<file path="src/common/cbs_pkg.sv">
package cbs_pkg;
  localparam logic [15:0] CBS_DUMMY_ADDR = 16'hFFFF;
  localparam logic [7:0] CBS_ZERO_BYTE = 8'h00;
  localparam logic [2:0] CBS_CNT_W1 = 3'h1;
  localparam logic [2:0] CBS_CYC_IDLE = 3'h0;
  // bus cycle positions inside one instruction, also used as cycle counts
  localparam logic [2:0] CBS_STEP2 = 3'h2;
  localparam logic [2:0] CBS_STEP3 = 3'h3;
  localparam logic [2:0] CBS_STEP4 = 3'h4;
  localparam logic [2:0] CBS_STEP5 = 3'h5;
  localparam logic [2:0] CBS_STEP6 = 3'h6;
  localparam logic [2:0] CBS_STEP7 = 3'h7;
  // byte offsets from a base address
  localparam logic [15:0] CBS_ADDR_NEXT = 16'h0001;
  localparam logic [15:0] CBS_ADDR_SKIP2 = 16'h0002;

  // instruction groups sequenced by this block
  typedef enum logic [4:0] {
    CBS_OP_NONE,
    CBS_OP_LD16_DIR,
    CBS_OP_LD16_IDX,
    CBS_OP_LD16_EXT,
    CBS_OP_ST16_DIR,
    CBS_OP_ST16_IDX,
    CBS_OP_ST16_EXT,
    CBS_OP_JSR_DIR,
    CBS_OP_JSR_IDX,
    CBS_OP_JSR_EXT,
    CBS_OP_JMP_IDX,
    CBS_OP_TIM_DIR,
    CBS_OP_TIM_IDX,
    CBS_OP_LOGIC_DIR,
    CBS_OP_LOGIC_IDX,
    CBS_OP_RMW_IDX,
    CBS_OP_RMW_EXT,
    CBS_OP_ZERO_IDX,
    CBS_OP_ZERO_EXT,
    CBS_OP_POP_X,
    CBS_OP_PUSH_ACC,
    CBS_OP_DAA_SWAP_DOUBLE_WITH_INDEX
  } cbs_op_t;

  // address source of one bus cycle
  typedef enum logic [2:0] {
    CBS_AS_PC,
    CBS_AS_DUMMY,
    CBS_AS_EA,
    CBS_AS_EA1,
    CBS_AS_SP,
    CBS_AS_SPM1,
    CBS_AS_SPP1,
    CBS_AS_SPP2
  } cbs_asrc_t;

  // what moves on the data bus in a write
  typedef enum logic [2:0] {
    CBS_WD_NONE,
    CBS_WD_HI,
    CBS_WD_LO,
    CBS_WD_RES,
    CBS_WD_ZERO,
    CBS_WD_RET_LO,
    CBS_WD_RET_HI
  } cbs_wsrc_t;

  typedef enum logic [1:0] {
    CBS_KIND_READ,
    CBS_KIND_WRITE,
    CBS_KIND_DUMMY
  } cbs_kind_t;

  // register values supplied by the core datapath
  typedef struct packed {
    logic [15:0] pc_next;
    logic [15:0] eff_addr;
    logic [15:0] stack_ptr;
    logic [15:0] ret_addr;
    logic [15:0] wdata16;
    logic [7:0] result;
  } cbs_ctx_t;

  // one bus cycle as driven on the pins
  typedef struct packed {
    logic [15:0] addr;
    logic [7:0] wdata;
    logic data_oe_n;
    logic rw;
    logic rd_n;
    logic wr_n;
    logic opcode_fetch_strobe_n;
  } cbs_bus_t;
endpackage : cbs_pkg

</file>
<file path="src/hw/cbs_cpu_bus_cycle_sequencer.sv">
// Overview of operation
// RQ1 - read cycles: rw high, read low, write high
// RQ2 - write cycles: rw low, write low, data out
// RQ3 - dummy cycles: address all ones, strobes high
// RQ4 - opcode fetch strobe low only final cycle, or only cycle one for prefetching groups
// RQ5 - 16-bit loads read high then low byte
// RQ6 - 16-bit stores write high then low byte
// RQ7 - direct/indexed subroutine jump: five cycles
// RQ8 - direct test 4, logic-to-memory 6 cycles
// RQ9 - indexed jump: offset, dummy, target fetch
// RQ10 - memory read-modify-write takes six cycles
// RQ11 - clear memory: read then write zero
// RQ12 - indexed logic-to-memory 7, test 5 cycles
// RQ13 - extended subroutine jump takes six cycles
// RQ14 - pop index: prefetch, dummy, two stack reads
// RQ15 - push accumulator: read, dummy, write, fetch
// RQ16 - adjust and exchange: prefetch then dummy
// RQ17 - some instructions prefetch before internal cycles
// RQ18 - counting starts after the opcode byte
`timescale 1ns/1ps
`default_nettype none
module cbs_cpu_bus_cycle_sequencer (
  input wire logic i_core_clk,
  input wire logic i_rst,
  input wire logic i_start,
  input wire cbs_pkg::cbs_op_t i_op,
  input wire cbs_pkg::cbs_ctx_t i_ctx,
  output logic o_busy,
  output logic o_last,
  output logic [2:0] o_cycle,
  output cbs_pkg::cbs_bus_t o_bus
);
  import cbs_pkg::*;

  cbs_op_t op_q, op_d;
  logic [2:0] cnt_q, cnt_d;
  logic busy_q, busy_d;
  logic last_q;
  logic [2:0] cyc_q;
  cbs_bus_t bus_q;

  // cycle number about to run; cycle one is the byte after the opcode
  wire logic [2:0] cur_cnt = busy_q ? cnt_q : CBS_CNT_W1; // RQ18
  wire cbs_op_t cur_op = busy_q ? op_q : i_op;
  wire logic active = busy_q || (i_start && i_op != CBS_OP_NONE);

  cbs_kind_t kind;
  cbs_asrc_t asrc;
  cbs_wsrc_t wsrc;
  logic fetch;
  logic [2:0] total;

  // per-instruction cycle table
  always_comb begin
    kind = CBS_KIND_READ;
    asrc = CBS_AS_PC;
    wsrc = CBS_WD_NONE;
    total = CBS_CNT_W1;
    case (cur_op)
      CBS_OP_LD16_DIR: begin
        total = CBS_STEP4; // RQ5
        if (cur_cnt == CBS_STEP2) asrc = CBS_AS_EA; // RQ5
        if (cur_cnt == CBS_STEP3) asrc = CBS_AS_EA1; // RQ5
      end
      CBS_OP_LD16_IDX: begin
        total = CBS_STEP5; // RQ5
        if (cur_cnt == CBS_STEP2) kind = CBS_KIND_DUMMY;
        if (cur_cnt == CBS_STEP3) asrc = CBS_AS_EA; // RQ5
        if (cur_cnt == CBS_STEP4) asrc = CBS_AS_EA1; // RQ5
      end
      CBS_OP_LD16_EXT: begin
        total = CBS_STEP5; // RQ5
        if (cur_cnt == CBS_STEP3) asrc = CBS_AS_EA; // RQ5
        if (cur_cnt == CBS_STEP4) asrc = CBS_AS_EA1; // RQ5
      end
      CBS_OP_ST16_DIR: begin
        total = CBS_STEP4; // RQ6
        if (cur_cnt == CBS_STEP2) begin
          kind = CBS_KIND_WRITE;
          asrc = CBS_AS_EA;
          wsrc = CBS_WD_HI; // RQ6
        end
        if (cur_cnt == CBS_STEP3) begin
          kind = CBS_KIND_WRITE;
          asrc = CBS_AS_EA1;
          wsrc = CBS_WD_LO; // RQ6
        end
      end
      CBS_OP_ST16_IDX: begin
        total = CBS_STEP5; // RQ6
        if (cur_cnt == CBS_STEP2) kind = CBS_KIND_DUMMY;
        if (cur_cnt == CBS_STEP3) begin
          kind = CBS_KIND_WRITE;
          asrc = CBS_AS_EA;
          wsrc = CBS_WD_HI; // RQ6
        end
        if (cur_cnt == CBS_STEP4) begin
          kind = CBS_KIND_WRITE;
          asrc = CBS_AS_EA1;
          wsrc = CBS_WD_LO; // RQ6
        end
      end
      CBS_OP_ST16_EXT: begin
        total = CBS_STEP5; // RQ6
        if (cur_cnt == CBS_STEP3) begin
          kind = CBS_KIND_WRITE;
          asrc = CBS_AS_EA;
          wsrc = CBS_WD_HI; // RQ6
        end
        if (cur_cnt == CBS_STEP4) begin
          kind = CBS_KIND_WRITE;
          asrc = CBS_AS_EA1;
          wsrc = CBS_WD_LO; // RQ6
        end
      end
      CBS_OP_JSR_DIR: begin
        total = CBS_STEP5; // RQ7
        if (cur_cnt == CBS_STEP2) kind = CBS_KIND_DUMMY;
        if (cur_cnt == CBS_STEP3) begin
          kind = CBS_KIND_WRITE;
          asrc = CBS_AS_SP;
          wsrc = CBS_WD_RET_LO; // RQ7
        end
        if (cur_cnt == CBS_STEP4) begin
          kind = CBS_KIND_WRITE;
          asrc = CBS_AS_SPM1;
          wsrc = CBS_WD_RET_HI; // RQ7
        end
        if (cur_cnt == CBS_STEP5) asrc = CBS_AS_EA;
      end
      CBS_OP_JSR_IDX: begin
        total = CBS_STEP5; // RQ7
        if (cur_cnt == CBS_STEP2) kind = CBS_KIND_DUMMY;
        if (cur_cnt == CBS_STEP3) begin
          kind = CBS_KIND_WRITE;
          asrc = CBS_AS_SP;
          wsrc = CBS_WD_RET_LO; // RQ7
        end
        if (cur_cnt == CBS_STEP4) begin
          kind = CBS_KIND_WRITE;
          asrc = CBS_AS_SPM1;
          wsrc = CBS_WD_RET_HI; // RQ7
        end
        if (cur_cnt == CBS_STEP5) asrc = CBS_AS_EA;
      end
      CBS_OP_JSR_EXT: begin
        total = CBS_STEP6; // RQ13
        if (cur_cnt == CBS_STEP3) kind = CBS_KIND_DUMMY;
        if (cur_cnt == CBS_STEP4) begin
          kind = CBS_KIND_WRITE;
          asrc = CBS_AS_SP;
          wsrc = CBS_WD_RET_LO; // RQ13
        end
        if (cur_cnt == CBS_STEP5) begin
          kind = CBS_KIND_WRITE;
          asrc = CBS_AS_SPM1;
          wsrc = CBS_WD_RET_HI; // RQ13
        end
        if (cur_cnt == CBS_STEP6) asrc = CBS_AS_EA;
      end
      CBS_OP_JMP_IDX: begin
        total = CBS_STEP3; // RQ9
        if (cur_cnt == CBS_STEP2) kind = CBS_KIND_DUMMY;
        if (cur_cnt == CBS_STEP3) asrc = CBS_AS_EA; // RQ9
      end
      CBS_OP_TIM_DIR: begin
        total = CBS_STEP4; // RQ8
        if (cur_cnt == CBS_STEP3) asrc = CBS_AS_EA;
      end
      CBS_OP_TIM_IDX: begin
        total = CBS_STEP5; // RQ12
        if (cur_cnt == CBS_STEP3) kind = CBS_KIND_DUMMY;
        if (cur_cnt == CBS_STEP4) asrc = CBS_AS_EA;
      end
      CBS_OP_LOGIC_DIR, CBS_OP_LOGIC_IDX, CBS_OP_RMW_IDX, CBS_OP_RMW_EXT: begin
        total = (cur_op == CBS_OP_LOGIC_IDX) ? CBS_STEP7 : CBS_STEP6; // RQ8 RQ10 RQ12
        if (cur_op inside {CBS_OP_LOGIC_IDX, CBS_OP_RMW_IDX} && cur_cnt == total - CBS_STEP4) kind = CBS_KIND_DUMMY;
        if (cur_cnt == total - CBS_STEP3) asrc = CBS_AS_EA;
        if (cur_cnt == total - CBS_STEP2) kind = CBS_KIND_DUMMY; // RQ10
        if (cur_cnt == total - CBS_CNT_W1) begin
          kind = CBS_KIND_WRITE;
          asrc = CBS_AS_EA;
          wsrc = CBS_WD_RES; // RQ10
        end
      end
      CBS_OP_ZERO_IDX: begin
        total = CBS_STEP5; // RQ11
        if (cur_cnt == CBS_STEP2) kind = CBS_KIND_DUMMY;
        if (cur_cnt == CBS_STEP3) asrc = CBS_AS_EA;
        if (cur_cnt == CBS_STEP4) begin
          kind = CBS_KIND_WRITE;
          asrc = CBS_AS_EA;
          wsrc = CBS_WD_ZERO; // RQ11
        end
      end
      CBS_OP_ZERO_EXT: begin
        total = CBS_STEP5; // RQ11
        if (cur_cnt == CBS_STEP3) asrc = CBS_AS_EA;
        if (cur_cnt == CBS_STEP4) begin
          kind = CBS_KIND_WRITE;
          asrc = CBS_AS_EA;
          wsrc = CBS_WD_ZERO; // RQ11
        end
      end
      CBS_OP_POP_X: begin
        total = CBS_STEP4; // RQ14
        if (cur_cnt == CBS_STEP2) kind = CBS_KIND_DUMMY;
        if (cur_cnt == CBS_STEP3) asrc = CBS_AS_SPP1;
        if (cur_cnt == CBS_STEP4) asrc = CBS_AS_SPP2;
      end
      CBS_OP_PUSH_ACC: begin
        total = CBS_STEP4; // RQ15
        if (cur_cnt == CBS_STEP2) kind = CBS_KIND_DUMMY;
        if (cur_cnt == CBS_STEP3) begin
          kind = CBS_KIND_WRITE;
          asrc = CBS_AS_SP;
          wsrc = CBS_WD_LO; // RQ15
        end
      end
      CBS_OP_DAA_SWAP_DOUBLE_WITH_INDEX: begin
        total = CBS_STEP2; // RQ16
        if (cur_cnt == CBS_STEP2) kind = CBS_KIND_DUMMY;
      end
      default: begin
        total = CBS_CNT_W1;
      end
    endcase
  end

  // prefetching groups fetch in cycle one, others in their last cycle
  wire logic prefetch_op = cur_op inside {CBS_OP_POP_X, CBS_OP_DAA_SWAP_DOUBLE_WITH_INDEX}; // RQ17
  wire logic is_final = (cur_cnt == total);
  always_comb begin
    fetch = prefetch_op ? (cur_cnt == CBS_CNT_W1) : is_final; // RQ4 RQ14 RQ16
  end

  logic [15:0] addr_sel;
  always_comb begin
    case (asrc)
      CBS_AS_DUMMY: addr_sel = CBS_DUMMY_ADDR;
      CBS_AS_EA: addr_sel = i_ctx.eff_addr;
      CBS_AS_EA1: addr_sel = i_ctx.eff_addr + CBS_ADDR_NEXT; // RQ5 RQ6
      CBS_AS_SP: addr_sel = i_ctx.stack_ptr;
      CBS_AS_SPM1: addr_sel = i_ctx.stack_ptr - CBS_ADDR_NEXT; // RQ7
      CBS_AS_SPP1: addr_sel = i_ctx.stack_ptr + CBS_ADDR_NEXT; // RQ14
      CBS_AS_SPP2: addr_sel = i_ctx.stack_ptr + CBS_ADDR_SKIP2; // RQ14
      default: addr_sel = i_ctx.pc_next;
    endcase
  end

  logic [7:0] wd_sel;
  always_comb begin
    case (wsrc)
      CBS_WD_HI: wd_sel = i_ctx.wdata16[15:8];
      CBS_WD_LO: wd_sel = i_ctx.wdata16[7:0];
      CBS_WD_RES: wd_sel = i_ctx.result;
      CBS_WD_ZERO: wd_sel = CBS_ZERO_BYTE; // RQ11
      CBS_WD_RET_LO: wd_sel = i_ctx.ret_addr[7:0];
      CBS_WD_RET_HI: wd_sel = i_ctx.ret_addr[15:8];
      default: wd_sel = CBS_ZERO_BYTE;
    endcase
  end

  cbs_bus_t bus_d;
  always_comb begin
    bus_d = '{addr: CBS_DUMMY_ADDR, wdata: CBS_ZERO_BYTE, data_oe_n: 1'b1,
              rw: 1'b1, rd_n: 1'b1, wr_n: 1'b1, opcode_fetch_strobe_n: 1'b1};
    if (active) begin
      case (kind)
        CBS_KIND_READ: begin
          bus_d.addr = addr_sel;
          bus_d.rd_n = 1'b0; // RQ1
          bus_d.opcode_fetch_strobe_n = ~fetch; // RQ4
        end
        CBS_KIND_WRITE: begin
          bus_d.addr = addr_sel;
          bus_d.wdata = wd_sel;
          bus_d.data_oe_n = 1'b0;
          bus_d.rw = 1'b0; // RQ2
          bus_d.wr_n = 1'b0; // RQ2
        end
        default: begin
          bus_d.addr = CBS_DUMMY_ADDR; // RQ3
        end
      endcase
    end
  end

  always_comb begin
    op_d = cur_op;
    cnt_d = cur_cnt + CBS_CNT_W1;
    busy_d = active && !is_final;
    if (!active) begin
      op_d = CBS_OP_NONE;
      cnt_d = CBS_CNT_W1;
    end
  end

  always_ff @(posedge i_core_clk or posedge i_rst) begin
    if (i_rst) begin
      op_q <= CBS_OP_NONE;
      cnt_q <= CBS_CNT_W1;
      busy_q <= 1'b0;
      last_q <= 1'b0;
      cyc_q <= CBS_CYC_IDLE;
      bus_q <= '{addr: CBS_DUMMY_ADDR, wdata: CBS_ZERO_BYTE, data_oe_n: 1'b1,
                 rw: 1'b1, rd_n: 1'b1, wr_n: 1'b1, opcode_fetch_strobe_n: 1'b1};
    end else begin
      op_q <= op_d;
      cnt_q <= cnt_d;
      busy_q <= busy_d;
      last_q <= active && is_final;
      cyc_q <= active ? cur_cnt : CBS_CYC_IDLE;
      bus_q <= bus_d;
    end
  end

  assign o_busy = busy_q;
  assign o_last = last_q;
  assign o_cycle = cyc_q;
  assign o_bus = bus_q;
endmodule : cbs_cpu_bus_cycle_sequencer
`default_nettype wire

</file>
<file path="config.mk">
export PLATFORM = sky130hd
export DESIGN_NAME = cbs_cpu_bus_cycle_sequencer
export DESIGN_NICKNAME = d
export VERILOG_FILES = /design/src/common/cbs_pkg.sv /design/src/hw/cbs_cpu_bus_cycle_sequencer.sv
export SDC_FILE = /design/constraint.sdc
export NUM_CORES = 1
export LEC_CHECK = 0
export ABC_AREA = 1
export CORE_ASPECT_RATIO = 0.75
export CORE_MARGIN = 3
export CORE_UTILIZATION = 59
export DETAILED_ROUTE_END_ITERATION = 12
export DONT_BUFFER_PORTS = 1
export PLACE_DENSITY = 0.88
export SLEW_MARGIN = 20
export SYNTH_ARGS = -nofsm -noshare
export SYNTH_HDL_FRONTEND = slang
export SYNTH_SLANG_ARGS = --single-unit
</file>
<file path="constraint.sdc">
create_clock -name i_core_clk -period 3.39 [get_ports i_core_clk]
set_clock_uncertainty 0.15 [all_clocks]
set_input_delay 0.678 -clock i_core_clk [delete_from_list [all_inputs] [get_ports i_core_clk]]
set_output_delay 0.678 -clock i_core_clk [all_outputs]
set_load 0.005 [all_outputs]
</file>
Word level (Yosys, flattened, before mapping)
Cells that the tools add are included.
{ "op_classes": {"n_addsub": 9, "multipliers": 0, "div_mod_pow": 0, "n_lt_le_gt_ge": 0, "eq_ne": 45, "shifts": 0, "muxes": 59, "n_bitwise": 1, "n_reduce_logical": 22} }
{ "op_table": {"columns": ["operator", "n"], "rows": [
  ["case mux 16 bit (7 select lines)", 1],
  ["2-to-1 mux 3 bit", 20],
  ["equality test 5 x 4 -> 1 bit (second input constant)", 8],
  ["case mux 8 bit (5 select lines)", 1],
  ["2-to-1 mux 2 bit", 18],
  ["adder 16 x 1 -> 16 bit (second input constant)", 2],
  ["equality test 5 bit (second input constant)", 6],
  ["case mux 3 bit (10 select lines)", 1],
  ["2-to-1 mux 29 bit", 1],
  ["equality test 3 bit (second input constant)", 9],
  ["case mux 3 bit (7 select lines)", 1],
  ["equality test 5 x 3 -> 1 bit (second input constant)", 4],
  ["case mux 2 bit (10 select lines)", 1],
  ["equality test 3 x 2 -> 1 bit (second input constant)", 6],
  ["case mux 3 bit (6 select lines)", 1],
  ["adder 16 x 2 -> 16 bit (second input constant)", 1],
  ["2-to-1 mux 16 bit", 1],
  ["subtractor 16 x 1 -> 16 bit (second input constant)", 1],
  ["equality test 3 bit", 5],
  ["OR reduction 2 bit", 6],
  ["OR reduction 4 bit", 3],
  ["equality test 5 x 2 -> 1 bit (second input constant)", 2],
  ["2-to-1 mux 1 bit", 10],
  ["2-to-1 mux 10 bit", 1],
  ["other kinds (18)", 26]
]} }
{ "totals": {"regBits": 42, "latchBits": 0, "mem_bits_rw": 0, "romBits": 0, "input_bits": 96, "output_inout_bits": 34, "word_cells": 148, "memories": 0} }

Longest topological paths before layout
{ "logic_depth": {"depth_word": 14, "depth_mapped": 25, "mapped_depth_nobuf": 25} }

Worst setup path after synthesis
Ideal clock, no wire load.
{ "synth_timing": {"path_kind": "register to register", "from": "reg busy_q (netlist: o_busy)", "to": "reg bus_q (netlist bit o_bus[25])", "setup_ps": 88, "arrival_ps": 3097, "required_time_ps": 3152, "slack_ps": 55, "path_stages_with_launch": 26, "path_buffers": 1, "synth_period_minus_slack_ps": 3335, "path_cell_list": "dfrtp_1 -> inv_2 -> nor2_1 -> inv_1 -> ha_1 -> ha_1 -> clkbuf_1 -> inv_1 -> nand2_2 -> nand3_1 -> nand2_1 -> nor2_1 -> nand2_1 -> nor2_1 -> nand2_2 -> nand3_4 -> nand2_1 -> nand2_1 -> ha_1 -> nand3_2 -> nor2_2 -> nand3_1 -> nand2_1 -> nand2_1 -> nand2_1 -> nand3_1"} }
{ "synth_rtl": {"columns": ["element", "line_no", "text"], "rows": [
  ["start: declaration", "cbs_cpu_bus_cycle_sequencer.sv:37", "logic busy_q, busy_d;"],
  ["start signal: assignment", "cbs_cpu_bus_cycle_sequencer.sv:311", "busy_q <= busy_d;"],
  ["end signal: assignment", "cbs_cpu_bus_cycle_sequencer.sv:306", "bus_q <= '{addr: CBS_DUMMY_ADDR, wdata: CBS_ZERO_BYTE, data_oe_n: 1'b1,"],
  ["end signal: assignment", "cbs_cpu_bus_cycle_sequencer.sv:314", "bus_q <= bus_d;"],
  ["end: declaration", "cbs_cpu_bus_cycle_sequencer.sv:40", "cbs_bus_t bus_q;"]
]} }

==> impl_metrics.csv <==
group,metric,value,unit
route,drc,0,
placed_design,gp_congestion,0.9820,
global_routing,grt_max_degree,30,
worst_setup_path,r2r_cells,22,
timing,fmax,309.4,MHz
clock_network,h-tree-depth,2,
cells_and_area,antenna_cells,0,
yosys,synth_cell_types,47,
cells_and_area,fin_util,70.54,%
cells_and_area,drive_gt1_share,22.16,%
floorplan,die_area,8841,sq um
clock_network,clock_tree.root_cell,"clkbuf_8",
placed_design,dpl.hpwl,11.58,mm
global_routing,met1_usage,47.39,%
timing,layout_setup_ws,0.1577,ns
floorplan,num_rows,27,
route,viasPerCell,6.220,
yosys,avgSynthCellArea,6.229,sq um
worst_setup_path,arrival,3.26,ns
timing,min_period,3.232,ns
global_routing,antenna_found_initial,0,
yosys,synthFlopType,"dfstp_2",
status,status,"finished clean",
yosys,postSynthCellCount,733,
route,wl_per_cell,17.64,microns
global_routing,grt_busiest_layer,"met2",
clock_network,clockBufferDepth,2,
route,ant_nets,0,
placed_design,dpl.cell_count,841,
worst_setup_path,r2r_end,"o_bus[20]",
floorplan,core_area,7432,sq um
timing,finalSetupViolations,0,
worst_setup_path,slowest_delay,0.43,ns
worst_setup_path,cpMaxStageDelayCell,"dfrtp_2",
route,drtIter0Drc,626,
power,ir_drop,605.8,uV
cells_and_area,layout.nets,872,
cells_and_area,area_growth,14.83,%
floorplan,io_pins,130,
placed_design,place_ws,-0.05760,ns
floorplan,start_util,61.43,%
clock_network,clock_sinks,40,
timing,slew_headroom,52.21,%
worst_setup_path,end_kind,"flip-flop",
yosys,ys_ff_latch,40,
power,cellPowerDensity,746.1,nW/um^2
yosys,synthArstFlopShare,100.0,%
worst_setup_path,crit_fanout,10,
placed_design,portBuffers,0,
cells_and_area,final_cells,868,
yosys,synth_nets,839,
clock_network,clk_pin_slew,0.08,ns
route,firstDrtPassIters,8,
power,leakage,0.002492,uW
route,vias,5399,
yosys,ys_seq_area_share,22.47,%
yosys,ys_warn_count,0,
clock_network,clock_latency,0.29,ns
worst_setup_path,rrSetupSlack,0.16,ns
floorplan,die_h,82.18,microns
clock_network,cts_tree,"done",
timing,fin_crit_sh,95.35,%
timing,rsz0062_at_grt,"yes",
worst_setup_path,path_cells,"inv_2 -> nor2_2 -> inv_2 -> ha_1 -> ha_1 -> buf_4 -> nand3_1 -> nand2_1 -> nor2_1 -> nand2_1 -> nor2_2 -> nand2_4 -> buf_12 -> buf_4 -> nand4_1 -> nand2_1 -> nor2_2 -> nand2_1 -> nor2_4 -> nand2_1 -> nand3_1 -> nand4_1",
yosys,synth-edff-count,0,
timing,hold_viol_final,0,
global_routing,grt_pass1_wl,22.78,mm
worst_setup_path,crit_required,3.41,ns
route,routed_wl,15.31,mm
global_routing,grt_pass1_vias,4691,
clock_network,hold_buffers,0,
global_routing,grt_overflow,0,
hold_path,hold_class,"in2async",
worst_setup_path,r2r_start,"o_busy",
timing,maxSlewViolCount,0,
yosys,syn_area,4566,sq um
clock_network,numCtsBuffers,5,
global_routing,grtUsageTotal,31.72,%
flow_run,cap_violations,0,
worst_setup_path,cp-start-kind,"flip-flop",
worst_setup_path,critPathMostFrequentCell,"nand2_1",
worst_setup_path,worstSetupPathType,"reg2reg",
global_routing,use_met2,48.08,%
floorplan,fp.dieW,107.6,microns
global_routing,grtUsageMet3,6.449,%
timing,worstMarginPinSlew,0.6987,ns
-- synth_stat cells, types with 2 or more instances --
cell	number	area (sq um)
a2111oi_0	4	35.03
a211oi_1	8	60.06
a21oi_1	18	90.09
a221oi_1	2	17.52
a31oi_1	13	81.33
a41oi_1	6	52.55
buf_2	7	35.03
buf_4	5	37.54
buf_6	6	67.56
clkbuf_1	8	30.03
dfrtp_1	20	500.5
dfstp_2	20	525.5
ha_1	10	125.1
inv_1	96	360.4
inv_2	11	41.29
nand2_1	174	653.1
nand2_2	21	131.4
nand2_4	3	33.78
nand3_1	52	260.3
nand3_2	4	40.04
nand3b_1	3	22.52
nand4_1	51	319.1
nor2_1	82	307.8
nor2_2	13	81.33
nor2_4	5	56.30
nor3_1	14	70.07
nor3b_1	2	15.01
nor4_1	3	18.77
o211ai_1	4	30.03
o21ai_0	24	120.1
o21ai_1	7	35.03
o22ai_1	11	68.82
xor2_1	12	105.1
-- timing repair --
action | in CTS | in global routing
gates resized for setup | 3 | 50
gates cloned | 0 | 1
endpoints found under the setup margin | 5 | 22
setup buffers | 0 | 18
hold endpoints to repair | 0 | 0
pin swaps | 0 | 21
-- through the flow --
step	hold slack, ns	area [sq um]	setup TNS [ns]	power [uW]
3_5_place_dp	0.4794	4795	-0.1427	3158
5_1_grt	0.3697	5243	-0.3083	4190
4_1_cts	0.3599	4897	0	3515
6_report	0.3543	5243	0	3911
3_3_place_gp	0.4707	4795	-0.1026	3135
2_1_floorplan	0.4452	4566	0	2524
-- per-layer routing --
layer | part of all wire, % | up-vias | routed length (microns)
met3 | 12 | 34 | 1867
met1 | 43 | 2463 | 6580
met2 | 43 | 382 | 6653
met4 | 1.4 | 0 | 209
li1 | - | 2520 | -
met5 | 0 | - | 0
-- layout make-up --
class	count	area, sq um
multi-input combinational	559	3147
fill	653	2190
sequential	40	1027
timing repair buffer	52	444.2
inverter	108	407.9
tap	101	126.4
clock buffer	8	90.09
-- cells in the final DEF, fill, tap and decap left out, types with 3 or more instances in the layout --
cell / netlist / final
dfstp_2: 20 / 20
clkbuf_8: 0 / 6
inv_1: 96 / 93
o21ai_1: 7 / 6
dfrtp_1: 20 / 19
buf_4: 5 / 46
inv_2: 11 / 12
nor2_1: 82 / 75
nor3_1: 14 / 14
ha_1: 10 / 9
nor4_1: 3 / 3
a2111oi_0: 4 / 3
a211oi_1: 8 / 8
o22ai_1: 11 / 11
nor2_2: 13 / 11
a31oi_1: 13 / 13
buf_6: 6 / 3
nand2_1: 174 / 163
nand3b_1: 3 / 3
a41oi_1: 6 / 6
o21ai_0: 24 / 24
nand3_2: 4 / 7
nand3_1: 52 / 47
nor2_4: 5 / 14
nand2_4: 3 / 10
a21oi_1: 18 / 17
xor2_1: 12 / 12
nand2_2: 21 / 25
nand4_1: 51 / 51
nand3_4: 1 / 3
o211ai_1: 4 / 4
-- state kept, by name, summed over array words and instances (netlist names) --
name	flops
o_bus	27
op_q	5
cnt_q	3
o_cycle	3
o_busy	1
o_last	1
-- cells by family after synthesis --
| family | count (synthesis) | share of synthesized area (%) |
|---|---|---|
| adder cells (fa/ha/maj) | 10 | 2.740 |
| AO/OA/AOI/OAI | 103 | 14.06 |
| AND/OR/NAND/NOR | 433 | 45.63 |
| buffers and inverters | 134 | 12.61 |
| XOR/XNOR | 13 | 2.494 |
| flip-flops | 40 | 22.47 |
-- power breakdown --
group          total (uW)  internal, uW  leakage [uW]  switching, uW
clock network         335           166     0.0000455            168
logic                2700           955       0.00198           1750
registers             874           756      0.000469            118
-- worst max-delay path by stage --
stage / start / endpoint / slack (ns) / depth (start not counted)
3_5_place_dp: i_op[2] / o_bus[21] / -0.06 / 19
2_1_floorplan: o_busy / o_bus[25] / 0.06 / 25
3_3_place_gp: i_op[3] / o_bus[22] / -0.08 / 19
6_report: o_busy / o_bus[20] / 0.16 / 22
4_1_cts: o_busy / o_bus[22] / 0.02 / 19
5_1_grt: o_busy / o_bus[25] / -0.08 / 22
-- critical path: cells and delay by family, from the launching register on --
kind | cells | cell delay [ns]
adder cells (fa/ha/maj) | 2 | 0.39
buffers and inverters | 5 | 0.59
flip-flops | 1 | 0.43
AND/OR/NAND/NOR | 15 | 1.55
(Power assumes the default switching activity.)
